$ cat config.mk
export PLATFORM = sky130hd
export DESIGN_NAME = crcgen_top
export DESIGN_NICKNAME = d
export VERILOG_FILES = /design/src/rtl/crcgen_pkg.sv /design/src/rtl/crcgen_fifo.sv /design/src/rtl/crcgen_top.sv
export VERILOG_INCLUDE_DIRS = /design/src /design/src/rtl
export SDC_FILE = /design/constraint.sdc
export NUM_CORES = 1
export LEC_CHECK = 0
export ABC_CLOCK_PERIOD_IN_PS = 7000
export BUFFER_PORTS_ARGS = -buffer_cell sky130_fd_sc_hd__buf_2
export CAP_MARGIN = 20
export CELL_PAD_IN_SITES_DETAIL_PLACEMENT = 1
export CELL_PAD_IN_SITES_GLOBAL_PLACEMENT = 1
export CORE_UTILIZATION = 45
export DETAILED_ROUTE_END_ITERATION = 12
export PLACE_DENSITY_LB_ADDON = 0.25
export SLEW_MARGIN = 0
export SYNTH_ARGS = -nofsm -noshare
export SYNTH_HDL_FRONTEND = slang
export SYNTH_SLANG_ARGS = --single-unit
export TNS_END_PERCENT = 1
$ cat constraint.sdc
create_clock -name core_clk_in -period 7 [get_ports core_clk_in]
set_clock_uncertainty 0.05 [all_clocks]
set_input_delay 0.7 -clock core_clk_in [delete_from_list [all_inputs] [get_ports core_clk_in]]
set_output_delay 0.7 -clock core_clk_in [all_outputs]
set_load 0.01 [all_outputs]
$ cat src/rtl/crcgen_cfg.svh
`ifndef CRCGEN_CFG_SVH
`define CRCGEN_CFG_SVH
// Register offsets on the byte-wide register port.
`define CRCGEN_OFS_HIGH 1'h0
`define CRCGEN_OFS_LOW 1'h1
// Feedback polynomial x^16 + x^12 + x^5 + 1.
`define CRCGEN_POLY 16'h1021
// Shift register value after reset.
`define CRCGEN_RESET_VALUE 16'h0000
// Default FIFO depth in words.
`define CRCGEN_FIFO_DEPTH 8
`endif

$ cat src/rtl/crcgen_pkg.sv
package crcgen_pkg;
  // Seeding progress; one-hot codes.
  typedef enum logic [1:0] {
    crcgen_idle = 2'h1,
    crcgen_seed_low = 2'h2
  } crcgen_seed_type;
endpackage

$ cat src/rtl/crcgen_fifo.sv
`timescale 1ns/1ps
`default_nettype none
`include "crcgen_cfg.svh"
// ********************************************************
// Data FIFO
// ********************************************************
module crcgen_fifo #(
  parameter int WIDTH = 9,
  parameter int DEPTH = `CRCGEN_FIFO_DEPTH
) (
  input wire logic clk_in, // Clock.
  input wire logic rst_n_in, // Async reset, active low.
  input wire logic in_valid_in, // Write word offered.
  output logic in_ready_out, // Room for a word.
  input wire logic [WIDTH-1:0] in_data_in, // Word written.
  output logic out_valid_out, // Word available.
  input wire logic out_ready_in, // Drain side takes word.
  output logic [WIDTH-1:0] out_data_out // Oldest word.
);
  localparam int AW = $clog2(DEPTH);
  logic [WIDTH-1:0] mem [DEPTH];
  logic [AW-1:0] wr_ptr;
  logic [AW-1:0] rd_ptr;
  logic [AW:0] count;
  wire push = in_valid_in && in_ready_out;
  wire pop = out_valid_out && out_ready_in;

  // Flags come from the count so full and empty are exact.
  assign in_ready_out = (count != DEPTH[AW:0]);
  assign out_valid_out = (count != '0);
  assign out_data_out = mem[rd_ptr];

  // Storage is not reset; only pointers matter.
  always_ff @(posedge clk_in) begin
    if (push) begin
      mem[wr_ptr] <= in_data_in;
    end
  end

  // Pointer and count bookkeeping.
  always_ff @(posedge clk_in or negedge rst_n_in) begin
    if (!rst_n_in) begin
      wr_ptr <= '0;
      rd_ptr <= '0;
      count <= '0;
    end else begin
      if (push) begin
        wr_ptr <= (wr_ptr == AW'(DEPTH - 1)) ? '0 : wr_ptr + 1'b1;
      end
      if (pop) begin
        rd_ptr <= (rd_ptr == AW'(DEPTH - 1)) ? '0 : rd_ptr + 1'b1;
      end
      count <= count + (AW+1)'(push) - (AW+1)'(pop);
    end
  end
endmodule
`default_nettype wire

$ cat src/rtl/crcgen_top.sv
// Operation
// - High register write loads seed bits 15-8 and arms seeding.
// - Next low write while armed loads bits 7-0, finishing seeding.
// - Later low writes are data bytes shifted in MSB first.
// - All eight shifts complete in the one clock that takes the queued write.
// - Reads return shift register bits 15-8 and 7-0 raw.
// - Each byte continues from the previous result.
// - High write at any time abandons the calculation and reseeds.
// - Direct non-augmented form of polynomial 0x1021.
// - No zero augmentation and no final inversion.
// - Seed is fully software programmable.
// - Message 123456789 gives 0x31c3 seed 0, 0x29b1 seed ffff.
// - Seed 0x1d0f matches augmented variant started at 0xffff.
// - Shallow stop pauses work; deeper stop recovers in reset state.
`timescale 1ns/1ps
`default_nettype none
`include "crcgen_cfg.svh"
// ********************************************************
// CRC16 byte generator
// ********************************************************
module crcgen_top
  import crcgen_pkg::*;
#(
  parameter int FIFO_DEPTH = `CRCGEN_FIFO_DEPTH
) (
  input wire logic core_clk_in, // 50 MHz clock.
  input wire logic arst_n_in, // Async reset, active low.
  input wire logic wr_en_in, // Register write strobe.
  input wire logic addr_in, // Register select: 0 high, 1 low.
  input wire logic [7:0] wr_data_in, // Write data.
  input wire logic stop_hold_in, // Shallow stop: pause work.
  output logic wr_ready_out, // Write can be taken.
  output logic [7:0] crc_result_high_out, // Result bits 15-8.
  output logic [7:0] crc_result_low_out, // Result bits 7-0.
  output logic busy_out // Writes still queued.
);
  // ******************************************************
  // Byte step
  // ******************************************************
  // Eight serial MSB-first steps unrolled into one clock.
  function automatic logic [15:0] crc_byte(input logic [15:0] crc,
                                           input logic [7:0] data);
    logic [15:0] c;
    c = crc;
    for (int i = 7; i >= 0; i--) begin
      if (c[15] ^ data[i]) begin
        c = {c[14:0], 1'b0} ^ `CRCGEN_POLY;
      end else begin
        c = {c[14:0], 1'b0};
      end
    end
    return c;
  endfunction

  logic [15:0] shift_reg;
  crcgen_seed_type seed_state;
  crcgen_seed_type next_seed_state;
  logic [15:0] next_shift_reg;
  logic q_valid;
  logic q_ready;
  logic [8:0] q_data;
  logic fifo_ready;
  localparam int FW = $clog2(FIFO_DEPTH) + 1;
  logic [FW-1:0] fill;
  logic [FW-1:0] next_fill;

  // ******************************************************
  // Write queue
  // ******************************************************
  // Writes are queued so a held block loses none; ready pushes back.
  crcgen_fifo #(
    .WIDTH(9),
    .DEPTH(FIFO_DEPTH)
  ) u_fifo (
    .clk_in(core_clk_in),
    .rst_n_in(arst_n_in),
    .in_valid_in(wr_en_in),
    .in_ready_out(fifo_ready),
    .in_data_in({addr_in, wr_data_in}),
    .out_valid_out(q_valid),
    .out_ready_in(q_ready),
    .out_data_out(q_data)
  );

  // Shallow stop freezes the engine without losing state.
  assign q_ready = !stop_hold_in;
  wire take = q_valid && q_ready;
  wire is_high = (q_data[8] == `CRCGEN_OFS_HIGH);
  wire [7:0] byte_in = q_data[7:0];

  // Occupancy mirrors the queue count, so the registered ready and busy
  // flags describe the queue after this edge and never lag, except ready, which reset holds low until the first edge.
  wire push = wr_en_in && fifo_ready;
  assign next_fill = fill + FW'(push) - FW'(take);

  // Next state of the generator for the word being taken.
  always_comb begin
    next_seed_state = seed_state;
    next_shift_reg = shift_reg;
    if (take) begin
      if (is_high) begin
        next_shift_reg = {byte_in, shift_reg[7:0]};
        next_seed_state = crcgen_seed_low;
      end else if (seed_state == crcgen_seed_low) begin
        next_shift_reg = {shift_reg[15:8], byte_in};
        next_seed_state = crcgen_idle;
      end else begin
        next_shift_reg = crc_byte(shift_reg, byte_in);
      end
    end
  end

  // Generator state; deeper stops arrive here as a system reset.
  always_ff @(posedge core_clk_in or negedge arst_n_in) begin
    if (!arst_n_in) begin
      shift_reg <= `CRCGEN_RESET_VALUE;
      seed_state <= crcgen_idle;
      fill <= '0;
    end else begin
      shift_reg <= next_shift_reg;
      seed_state <= next_seed_state;
      fill <= next_fill;
    end
  end

  // Outputs from flops: results load from next_shift_reg, so they match the register with no lag.
  always_ff @(posedge core_clk_in or negedge arst_n_in) begin
    if (!arst_n_in) begin
      crc_result_high_out <= 8'h00;
      crc_result_low_out <= 8'h00;
      wr_ready_out <= 1'b0;
      busy_out <= 1'b0;
    end else begin
      crc_result_high_out <= next_shift_reg[15:8];
      crc_result_low_out <= next_shift_reg[7:0];
      wr_ready_out <= (next_fill != FW'(FIFO_DEPTH));
      busy_out <= (next_fill != '0);
    end
  end
endmodule
`default_nettype wire

==> After elaboration in Yosys (flattened, before gate mapping) <==
Memory sizes are Yosys's and may differ from the RTL's.
Index checks and enable logic that the tools add are counted.
{ "word_totals": {"reg_bits": 50, "mem_bits_rw": 72, "in_bits": 13, "memories": 1} }
{ "classes": {"n_addsub": 6, "eq_ne": 6, "n_mux": 38, "n_bitwise": 16, "reduce_logical": 6} }
{ "mem_list": {"columns": ["name", "depth", "width", "rd", "rd_clocked_by_memory_dff", "write_ports", "line", "source"], "rows": [
  ["u_fifo.mem", 8, 9, 1, 0, 1, "crcgen_fifo.sv:21", "logic [WIDTH-1:0] mem [DEPTH];"]
]} }
{ "op_table": {"columns": ["cell", "count"], "rows": [
  ["2-to-1 mux 16 bit", 24],
  ["2-to-1 mux 13 bit", 8],
  ["inverter 3 bit", 8],
  ["adder 4 x 1 -> 4 bit", 2],
  ["inequality test 4 bit (second input constant)", 2],
  ["nonzero test 4 bit", 2],
  ["subtractor 4 x 1 -> 4 bit", 2],
  ["XOR 1 bit", 8],
  ["adder 3 x 1 -> 3 bit (second input constant)", 2],
  ["== test 3 bit (second input constant)", 2],
  ["2-to-1 mux 3 bit", 2],
  ["2-to-1 mux 2 bit", 2],
  ["== test 2 bit (second input constant)", 1],
  ["logical AND 1 bit", 2],
  ["2-to-1 mux 1 bit", 2],
  ["inequality test 2 x 1 -> 1 bit (second input constant)", 1],
  ["AND reduction 2 bit", 1],
  ["logical NOT 1 bit", 1]
]} }

==> Depth between registers and ports, before layout <==
Gate-level depths: netlist (run 1).
An unclocked memory read counts as a cell.
{ "logic_depth": {"word_depth": 41, "mapped_depth": 13, "depth_no_buf": 12} }

==> Cells and area by module <==
Synthesis (run 1) repeated with hierarchy kept, for this count alone.
{ "hier_totals": {"hier_cells": 303, "area_unflattened_um2": 4817.1} }
{ "by_module_without_submodules": {"columns": ["mod", "n_inst", "cells_per_inst", "area_each_um2", "seq_area_each_um2"], "rows": [
  ["crcgen_fifo", 1, 162, 3392.0, 2412.3],
  ["crcgen_top", 1, 141, 1425.1, 601.8]
]} }

==> Worst setup path before layout (run 1) <==
Ideal clock, no wire load.
{ "synth_timing": {"path_type": "in2reg", "from": "input stop_hold_in", "to": "register wr_ready_out", "setup_ps": 127, "t_arrival_ps": 2599, "required_ps": 6823, "setup_slack_ps": 4224, "path_stages": 11, "cell_sequence": "a21o_1 clkbuf_1 clkinv_1 ha_1 inv_1 ha_1 inv_1 fa_1 inv_1 nor3_1 nand2_1"} }
{ "synth_between": {"elab_chain_cells": 4} }
{ "synth_rtl": {"columns": ["item", "line", "source"], "rows": [
  ["from (decl)", "crcgen_top.sv:31", "input wire logic stop_hold_in,"],
  ["logical NOT 1 bit", "crcgen_top.sv:86", "assign q_ready = !stop_hold_in;"],
  ["logical AND 1 bit", "crcgen_top.sv:87", "wire take = q_valid && q_ready;"],
  ["via take", "crcgen_top.sv:87", null],
  ["subtractor 4 x 1 -> 4 bit", "crcgen_top.sv:94", "assign next_fill = fill + FW'(push) - FW'(take);"],
  ["via next_fill[1]", "crcgen_top.sv:65", "logic [FW-1:0] next_fill;"],
  ["inequality test 4 bit", "crcgen_top.sv:136", "wr_ready_out <= (next_fill != FW'(FIFO_DEPTH));"],
  ["to (signal assigned)", "crcgen_top.sv:136", null],
  ["to (decl)", "crcgen_top.sv:32", "output logic wr_ready_out,"]
]} }
The timed path passes the listed nets, and every way through them passes these cells.
A chain may end at the register's enable or synchronous reset.

==> Worst setup path in the final report (run 1) <==
{ "layout_timing": {"from": "register u_fifo.count[2]", "to": "register wr_ready_out"} }
{ "layout_lines": {"columns": ["item", "line", "source"], "rows": [
  ["from (decl)", "crcgen_fifo.sv:24", "logic [AW:0] count;"],
  ["from (signal assigned)", "crcgen_fifo.sv:53", "count <= count + (AW+1)'(push) - (AW+1)'(pop);"],
  ["nonzero test 4 bit", "crcgen_fifo.sv:30", "assign out_valid_out = (count != '0);"],
  ["logical AND 1 bit", "crcgen_top.sv:87", null],
  ["via take", "crcgen_top.sv:87", null],
  ["subtractor 4 x 1 -> 4 bit", "crcgen_top.sv:94", null],
  ["via next_fill[1]", "crcgen_top.sv:65", null],
  ["inequality test 4 bit", "crcgen_top.sv:136", null]
]} }
The timed path passes the listed nets, and every way through them passes these cells.

==> results of run 1 <==
[how the worst min path moves through the flow]
stage                     startpoint                     to  slack, ns  cells after the start
final                      arst_n_in                fill[3]       0.35                      1
after global routing       arst_n_in                fill[3]       0.41                      1
after CTS                  arst_n_in  crc_result_low_out[0]       0.37                      1
after detailed placement     fill[0]                fill[0]       0.46                      1
after global placement       fill[0]                fill[0]       0.45                      1
after floorplan            arst_n_in               busy_out       0.35                      0
[cells by family after synthesis]
logic type	share of synthesized area
DFF	0.6183
and+or+nand+nor	0.07110
xor gates and xnor gates	0.07726
AOI/OAI and AO/OA	0.05057
buffers and inverters	0.02746
muxes	0.1111
adders and majority gates	0.04415
[power by group through the flow]
stage | registers [mW] | clock network (mW) | logic (mW)
2_1_floorplan | 0.964 | 0 | 1.14
5_1_grt | 0.993 | 0.410 | 1.61
4_1_cts | 0.995 | 0.392 | 1.44
3_3_place_gp | 0.998 | 0 | 1.39
3_5_place_dp | 1.01 | 0 | 1.43
6_report | 0.968 | 0.377 | 1.46
[per-stage QoR]
step                      utilization  setup WS (ns)  hold slack (ns)
after detailed placement       0.4987          3.688           0.4615
after global placement         0.4977          3.782           0.4463
after CTS                      0.5172          3.672           0.3726
after global routing           0.5199          3.676           0.4051
after floorplan                     -          4.224           0.3544
final                          0.5199          3.967           0.3460
[synthesized netlist by cell type, drive strengths merged (3+ instances only)]
library cell and n:
a21oi 8, dfrtp 33, o21a 3, o21ai 8, a21o 5, nor2 17
nand2b 6, o221ai 4, xnor2 29, xor2 8, edfxtp 72, nand2 29
mux2i 12, ha 14, buf 8, inv 16, mux4 14, clkbuf 4
a22oi 3, nor3 7
[final cells by class]
class                           instances  area [µm²]  share of cell area
Clock buffer                           10       127.6             0.02357
Timing Repair Buffer                   39       241.5             0.04459
Inverter                               17       63.81             0.01178
Clock inverter                          6       65.06             0.01201
Sequential cell                       106        3014              0.5566
Multi-Input combinational cell        191        1733              0.3200
Tap cell                              136       170.2             0.03142
[routing by layer]
metal	track usage	part of all wire	vias to the layer above
li1	-	-	1265
met5	0	0	-
met3	0.02943	0.033	23
met4	0.1052	0.032	0
met1	0.2467	0.43	1385
met2	0.3329	0.51	59
==> impl_metrics.tcl, run 1 <==
set metrics [dict create \
    synth_cells 326 \
    wire_per_inst_um 19.35 \
    r2r-end "wr_ready_out" \
    largest_register "u_fifo.mem" \
    ys_seq_area_frac 0.6183 \
    rsz0062_at_grt "no" \
    insertion_delay_ns 0.38 \
    hold_viol 0 \
    cts_buffer_depth 2 \
    ant_nets 0 \
    largest_reg_flops 72 \
    startpoint "u_fifo.count[2]" \
    core_area_mm2 0.01042 \
    syn_avg_cell_area_um2 14.95 \
    fillCellCount 1041 \
    post_cts_buffers 0 \
    hold_class "primary input to asynchronous set/reset pin" \
    fin_crit_sh 0.4332 \
    vdd_ir_drop_max_v 0.0002035 \
    cts_made_buffers 9 \
    synth_area_mm2 0.004875 \
    row_count 37 \
    p_int_mw 1.702 \
    hpwlAfterDp_um 6801 \
    worstPathMaxFanout 9 \
    grt_max_degree 35 \
    synth_edf_count 72 \
    path_cells "inv_1, ha_1, a21o_1, clkinv_1, ha_1, inv_1, ha_1, inv_1, fa_1, inv_1, nor3_1, nand2_1" \
    grt_pass1_vias 2993 \
    yosysWarnings 0 \
    cp_num_buf_inv 5 \
    combPwrFrac 0.520 \
    synth_area_leaders "edfxtp_1 (44%), dfrtp_1 (17%), xnor2_1 (5.0%), mux4_1 (3.8%), ha_1 (3.6%)" \
    antenna_found_initial 0 \
    stdcell_area_mm2 0.005415 \
    synthFlopType "edfxtp_1" \
    slowest_delay_ns 0.48 \
    worstRegToRegCells 12 \
    dpl.cell_count 488 \
    power.density_mw_per_mm2 518.1 \
    maxSlewViolCount 0 \
    power.switching_mw 1.104 \
    relSlewSlack 0.3218 \
    globalplace.congestion 0.7640 \
    critical-path-top-delay-family "adder cells" \
    r2r_slack_ns 3.97 \
    n_antenna_cell 0 \
    synth_area_leader_cell "edfxtp_1" \
    stdcell_count 505 \
    p_leak_nw 2.075 \
    maxCapViolations 0 \
    fp.dieW_um 106.1 \
    ctsResizeCount 0 \
    reg_top3 "u_fifo.mem: 72 flops, crc_result_high_out: 8 flops, crc_result_low_out: 7 flops" \
    path_depth 12 \
    num_io_pins 31 \
    place_area_mm2 0.005195 \
    cts_tree "built" \
    dieHeight_um 106.1 \
    switching_share 0.3934 \
    track_usage 0.1974 \
    cts.sinks 106 \
    grt_pass1_wl_um 16110 \
    fmaxAchievable_mhz 329.8 \
    via_count 2732 \
    async_flop_share 0.3208 \
    worst_path_most_repeated_cell "inv_1" \
    dr.pass1.iters 4 \
    worst_pin_slew_ns 1.014 \
    initial_core_util 0.4680 \
    layout-drive-gt1-share 0.1978 \
    worstSetupStartpointType "register" \
    grt_overflow 0 \
    p_seq_frac 0.345 \
    ys_ff_latch 106 \
    arrival_ns 3.24 \
    finalSetupTns_ns 0 \
    critPathCaptureType "register" \
    cts_hold_buffers 0 \
    ctsHtreeMaxLevel 3 \
    drc 0 \
    finalCriticalPeriod_ns 3.033 \
    areaGrowthSynthToFinish_pct 11.09 \
    yosysUniqueCellTypes 45 \
    synth_nets 355 \
    worst-endpoint-required_ns 7.21 \
    clk_pin_slew_ns 0.10 \
    power.share.clock 0.134 \
    finalNetCount 393 \
    root_buffer "clkbuf_8" \
    finalPower_mw 2.806 \
    port_buffers 30 \
    critPathKind "register to register" \
    finalSetupViolations 0 \
    r2r-start "u_fifo.count[2]" \
    synth_top_area_frac 0.4435 \
    final_common_cell "edfxtp_1" \
    die-area_mm2 0.01125 \
    crit_slowest_cell "fa_1" \
    drt_iter0_drc 184 \
    final_cell_mix "edfxtp_1 (72), dfrtp_1 (33), buf_2 (30), nand2_1 (29), xnor2_1 (28)" \
    status "complete, no violations" \
    crit_end "wr_ready_out" \
    avgViaCountPerCell 5.410 \
    wirelength_um 9774 \
]
Note: power is estimated with default switching activity, not from simulation.
==> run 2, diff against run 1 <==
Settings changed: ABC_AREA set to 1, ABC_CLOCK_PERIOD_IN_PS 7000 to 2700, CORE_UTILIZATION 45 to 43.
Clock period 7 ns to 2.7 ns, I/O delays scaled along.
==> impl_metrics.tcl, run 2 <==
set metrics [dict create \
    fillCellCount 1438 \
    antenna_found_initial 0 \
    synthFlopType "edfxtp_1" \
    worstRegToRegCells 13 \
    synth_top_cells_by_count "nand2_1 (170), inv_1 (84), edfxtp_1 (72)" \
    wire_per_inst_um 16.55 \
    maxSlewViolCount 0 \
    finalCriticalPeriod_ns 2.423 \
    cts_made_buffers 9 \
    ys_ff_latch 106 \
    fp.dieW_um 113.2 \
    vdd_ir_drop_max_v 0.0006116 \
    stdcell_area_mm2 0.005944 \
    track_usage 0.2200 \
    post-route-util 0.4949 \
    cts_tree "built" \
    rsz0062_at_grt "no" \
    r2r_slack_ns 0.28 \
    syn_avg_cell_area_um2 9.266 \
    power.density_mw_per_mm2 1312 \
    hold_viol 0 \
    critPathKind "register to register" \
    dr.pass1.iters 4 \
    worstSetupStartpointType "register" \
    slowest_delay_ns 0.47 \
    largest_register "u_fifo.mem" \
    drc 0 \
    path_depth 13 \
    stdcell_count 768 \
    synth_area_leader_cell "edfxtp_1" \
    drt_iter0_drc 182 \
    ys_seq_area_frac 0.5667 \
    maxCapViolations 0 \
    wirelength_um 12710 \
    via_count 3992 \
    worstPathMaxFanout 3 \
    finalNetCount 645 \
    hold_class "primary input to register" \
    crit_slowest_cell "fa_1" \
    areaGrowthSynthToFinish_pct 11.76 \
    avgViaCountPerCell 5.198 \
    synth_edf_count 72 \
    yosysUniqueCellTypes 31 \
    finalSetupTns_ns 0 \
    dieHeight_um 113.2 \
    grt_overflow 0 \
    insertion_delay_ns 0.35 \
    layout-drive-gt1-share 0.1594 \
    ctsHtreeMaxLevel 3 \
    critPathCaptureType "register" \
    root_buffer "clkbuf_16" \
    reg_top3 "u_fifo.mem: 72 flops, crc_result_high_out: 8 flops, crc_result_low_out: 7 flops" \
    status "complete, no violations" \
    grt_pass1_vias 4264 \
    port_buffers 30 \
    cts.sinks 106 \
    startpoint "u_fifo.count[2]" \
    ctsResizeCount 0 \
    largest_reg_flops 72 \
    n_antenna_cell 0 \
    yosysWarnings 0 \
    synth_nets 603 \
    grt_pass1_wl_um 21310 \
    synth_area_mm2 0.005319 \
    post_cts_buffers 0 \
    num_io_pins 31 \
    initial_core_util 0.4428 \
    r2r-start "u_fifo.count[2]" \
    cp_num_buf_inv 5 \
    worst-endpoint-required_ns 2.88 \
    die-area_mm2 0.01282 \
    relSlewSlack 0.4679 \
    cts_buffer_depth 2 \
    final_cell_mix "nand2_1 (170), inv_1 (84), edfxtp_1 (72), nand3_1 (69), dfrtp_1 (33)" \
    path_cells "inv_1, ha_1, nand3_1, and2_1, inv_1, ha_1, inv_1, ha_1, inv_1, fa_1, inv_1, nor3_1, nand2_1" \
    worst_pin_slew_ns 0.7981 \
    dpl.cell_count 751 \
    arrival_ns 2.60 \
    cts_hold_buffers 1 \
    async_flop_share 0.3208 \
    final_common_cell "nand2_1" \
    ant_nets 0 \
    clk_pin_slew_ns 0.07 \
    place_area_mm2 0.005657 \
    row_count 40 \
    hpwlAfterDp_um 9198 \
    worst_path_most_repeated_cell "inv_1" \
    core_area_mm2 0.01201 \
    fmaxAchievable_mhz 412.7 \
    finalPower_mw 7.797 \
    r2r-end "wr_ready_out" \
    synth_area_leaders "edfxtp_1 (41%), dfrtp_1 (16%), nand2_1 (12%), nand3_1 (6.5%), inv_1 (5.9%)" \
    fin_crit_sh 0.8975 \
    synth_cells 574 \
    synth_top_area_frac 0.4065 \
    finalSetupViolations 0 \
    critical-path-top-delay-family "adder cells" \
    grt_max_degree 35 \
    synth_most_common_cell "nand2_1" \
    crit_end "wr_ready_out" \
    globalplace.congestion 0.7591 \
    p_leak_nw 2.774 \
]
-- run 2: changes by cell type after synthesis, moves of 8 or more --
cell,previous run,this run
nor2_1,17,25
a21oi_1,8,20
nand3_1,1,69
inv_1,16,84
nand2_1,29,170
nand2_2,0,19
xor2_1,8,0
xnor2_1,28,5
-- run 2: worst min path at each step --
| stage | startpoint | to | slack, ns | depth (start not counted) |
|---|---|---|---|---|
| after floorplan | arst_n_in | busy_out | -0.08 | 0 |
| after global placement | arst_n_in | crc_result_low_out[5] | 0.35 | 1 |
| after detailed placement | arst_n_in | crc_result_high_out[5] | 0.35 | 1 |
| after CTS | wr_data_in[5] | u_fifo.mem[5][5] | 0.13 | 1 |
| after global routing | wr_data_in[7] | u_fifo.mem[4][7] | 0.14 | 1 |
| final | wr_data_in[7] | u_fifo.mem[4][7] | 0.14 | 1 |
-- run 2: layout make-up --
cell class	instances	area [µm²]	area share
sequential	106	3014	0.5071
multi-input combinational	361	1836	0.3088
inverter	88	330.3	0.05557
clock buffer	10	229.0	0.03852
timing repair buffer	50	302.8	0.05094
clock inverter	6	48.80	0.008209
tap	147	183.9	0.03094
-- run 2: metrics by stage --
stage | worst slack [ns] | hold slack, ns
5_1_grt | 0.07559 | 0.1402
2_1_floorplan | 0.1768 | -0.07559
3_3_place_gp | 0.3347 | 0.3469
4_1_cts | 0.2349 | 0.1339
3_5_place_dp | 0.2428 | 0.3527
6_report | 0.2767 | 0.1377
-- run 2: power by group --
part	internal [mW]	switching, mW
Combinational	1.37	2.74
Clock	0.638	0.601
Sequential	2.18	0.273
Total	4.19	3.61
-- run 2: per-layer routing --
metal  vias up  track usage  share of wire
li1       1935            -              -
met1      1964       0.2718           0.42
met2        73       0.3890           0.52
met3        20      0.03321          0.037
met4         0      0.08421          0.022
met5         -            0              0
-- run 2: kinds of logic after synthesis --
family | Yosys count | synth area share
buffers and inverters | 107 | 0.08821
adders and majority gates | 16 | 0.04046
AOI/OAI and AO/OA | 49 | 0.05693
DFF | 106 | 0.5667
and+or+nand+nor | 291 | 0.2395
xor gates and xnor gates | 5 | 0.008233
==> run 3, diff against run 2 <==
Settings changed: MAX_ROUTING_LAYER set to met4.
==> impl_metrics.tcl, run 3 (synthesized netlist as in run 2, its figures left out) <==
set metrics [dict create \
    cts.sinks 106 \
    dp_slack_ns 0.2428 \
    ant_nets 0 \
    wl_met1_um 5661 \
    core_area_mm2 0.01201 \
    avgViaCountPerCell 5.212 \
    die-area_mm2 0.01282 \
    largest_register "u_fifo.mem" \
    wire_per_inst_um 16.62 \
    antenna_found_initial 0 \
    crit_slowest_cell "fa_1" \
    hpwlAfterDp_um 9198 \
    hold_ws_ns 0.1397 \
    fillCellCount 1438 \
    reg_top3 "u_fifo.mem: 72 flops, crc_result_high_out: 8 flops, crc_result_low_out: 7 flops" \
    wl_met2_um 6564 \
    final_common_cell "nand2_1" \
    num_io_pins 31 \
    place_area_mm2 0.005657 \
    dr_wl_met3_um 274 \
    cp_num_buf_inv 5 \
    slowest_delay_ns 0.47 \
    path_cells "inv_1, ha_1, nand3_1, and2_1, inv_1, ha_1, inv_1, ha_1, inv_1, fa_1, inv_1, nor3_1, nand2_1" \
    grt_pass1_wl_um 21340 \
    stdcell_area_mm2 0.005944 \
    layout-drive-gt1-share 0.1594 \
    grt_max_degree 35 \
    root_buffer "clkbuf_16" \
    dr.pass1.iters 4 \
    finalSetupViolations 0 \
    largest_reg_flops 72 \
    seq_area_mm2 0.003014 \
    relSlewSlack 0.4663 \
    switching_share 0.4639 \
    arrival_ns 2.60 \
    globalplace.congestion 0.7690 \
    maxSlewViolCount 0 \
    cts_made_buffers 9 \
    worst_path_most_repeated_cell "inv_1" \
    power.switching_mw 3.623 \
    fin_crit_sh 0.8970 \
    stdcell_count 768 \
    dpl.cell_count 751 \
    cts_tree "built" \
    finalCriticalPeriod_ns 2.422 \
    insertion_delay_ns 0.35 \
    worstSetupStartpointType "register" \
    vdd_ir_drop_max_v 0.0006116 \
    power.density_mw_per_mm2 1314 \
    cts_buffer_depth 2 \
    final_cell_mix "nand2_1 (170), inv_1 (84), edfxtp_1 (72), nand3_1 (69), dfrtp_1 (33)" \
    ctsResizeCount 0 \
    grt_pass1_vias 4260 \
    via_count 4003 \
    fmaxAchievable_mhz 412.9 \
    worst-endpoint-required_ns 2.88 \
    n_antenna_cell 0 \
    initial_core_util 0.4428 \
    finalSetupTns_ns 0 \
    worstPathMaxFanout 3 \
    multi_input_area_mm2 0.001836 \
    drc 0 \
    port_buffers 30 \
    p_int_mw 4.186 \
    top_layer_used "met4" \
    setup_ws_ns 0.2781 \
    maxCapViolations 0 \
    clk_pin_slew_ns 0.07 \
    ctsHtreeMaxLevel 3 \
    p_leak_nw 2.774 \
    worst_pin_slew_ns 0.8005 \
    rsz0062_at_grt "no" \
    track_usage 0.2272 \
    finalNetCount 645 \
    fp.dieW_um 113.2 \
    power.share.clock 0.159 \
    row_count 40 \
    hold_class "primary input to register" \
    p_seq_frac 0.314 \
    dieHeight_um 113.2 \
    grt_overflow 0 \
    critical-path-top-delay-family "adder cells" \
    critPathKind "register to register" \
    critPathCaptureType "register" \
    hold_viol 0 \
    areaGrowthSynthToFinish_pct 11.76 \
    combPwrFrac 0.527 \
    status "complete, no violations" \
    wirelength_um 12760 \
    drt_iter0_drc 212 \
]
[run 3: cell counts in the layout (fill, tap and decap cells not counted)]
Identical to the previous run, type by type.
[run 3: power by group through the flow]
stage | combinational (mW) | clock [mW] | sequential, mW
6_report | 4.11 | 1.24 | 2.45
5_1_grt | 4.68 | 1.33 | 2.50
4_1_cts | 4.17 | 1.27 | 2.46
3_5_place_dp | 4.14 | 0 | 2.49
3_3_place_gp | 3.96 | 0 | 2.45
2_1_floorplan | 3.02 | 0 | 2.47
[run 3: through the flow]
| stage | total power, mW | utilization |
|---|---|---|
| after detailed placement | 6.634 | 0.4709 |
| final | 7.810 | 0.4949 |
| after CTS | 7.901 | 0.4949 |
| after global placement | 6.415 | 0.4709 |
| after floorplan | 5.490 | - |
| after global routing | 8.514 | 0.4949 |
[run 3: layer usage]
metal | global-route usage | vias to the layer above
met5 | - | -
li1 | - | 1938
met3 | 0.03321 | 21
met2 | 0.3885 | 50
met4 | 0.08421 | 0
met1 | 0.2732 | 1994
[run 3: repair_timing]
item                                    4_1_cts  5_1_grt
setup buffers                                 0        0
hold buffers                                  1        0
hold endpoints to repair                     33        0
endpoints found under the setup margin        0        0
[run 3: final timing paths]
check | from | endpoint | slack (ns) | cells past startpoint
worst max-delay path | u_fifo.count[2] | wr_ready_out | 0.28 | 13
worst min-delay path | wr_data_in[6] | u_fifo.mem[6][6] | 0.14 | 1
worst max register to register | u_fifo.count[2] | wr_ready_out | 0.28 | 13
worst min register to register | seed_state[0] | seed_state[0] | 0.46 | 2
max in group asynchronous | arst_n_in | crc_result_high_out[7] | 1.59 | 2
min in group asynchronous | arst_n_in | crc_result_high_out[1] | 0.50 | 2
[run 3: worst register-to-register path: stages, from the launching register on]
cell and delay [ns]:
dfrtp_1 0.36, inv_1 0.10, ha_1 0.16, nand3_1 0.07
and2_1 0.15, inv_1 0.09, ha_1 0.23, inv_1 0.06
ha_1 0.15, inv_1 0.05, fa_1 0.47, inv_1 0.05
nor3_1 0.23, nand2_1 0.08
[run 3: cell type report]
class / instances / share of cell area
sequential: 106 / 0.5071
multi-input combinational: 361 / 0.3088
inverter: 88 / 0.05557
timing repair buffer: 50 / 0.05094
clock buffer: 10 / 0.03852
tap: 147 / 0.03094
clock inverter: 6 / 0.008209
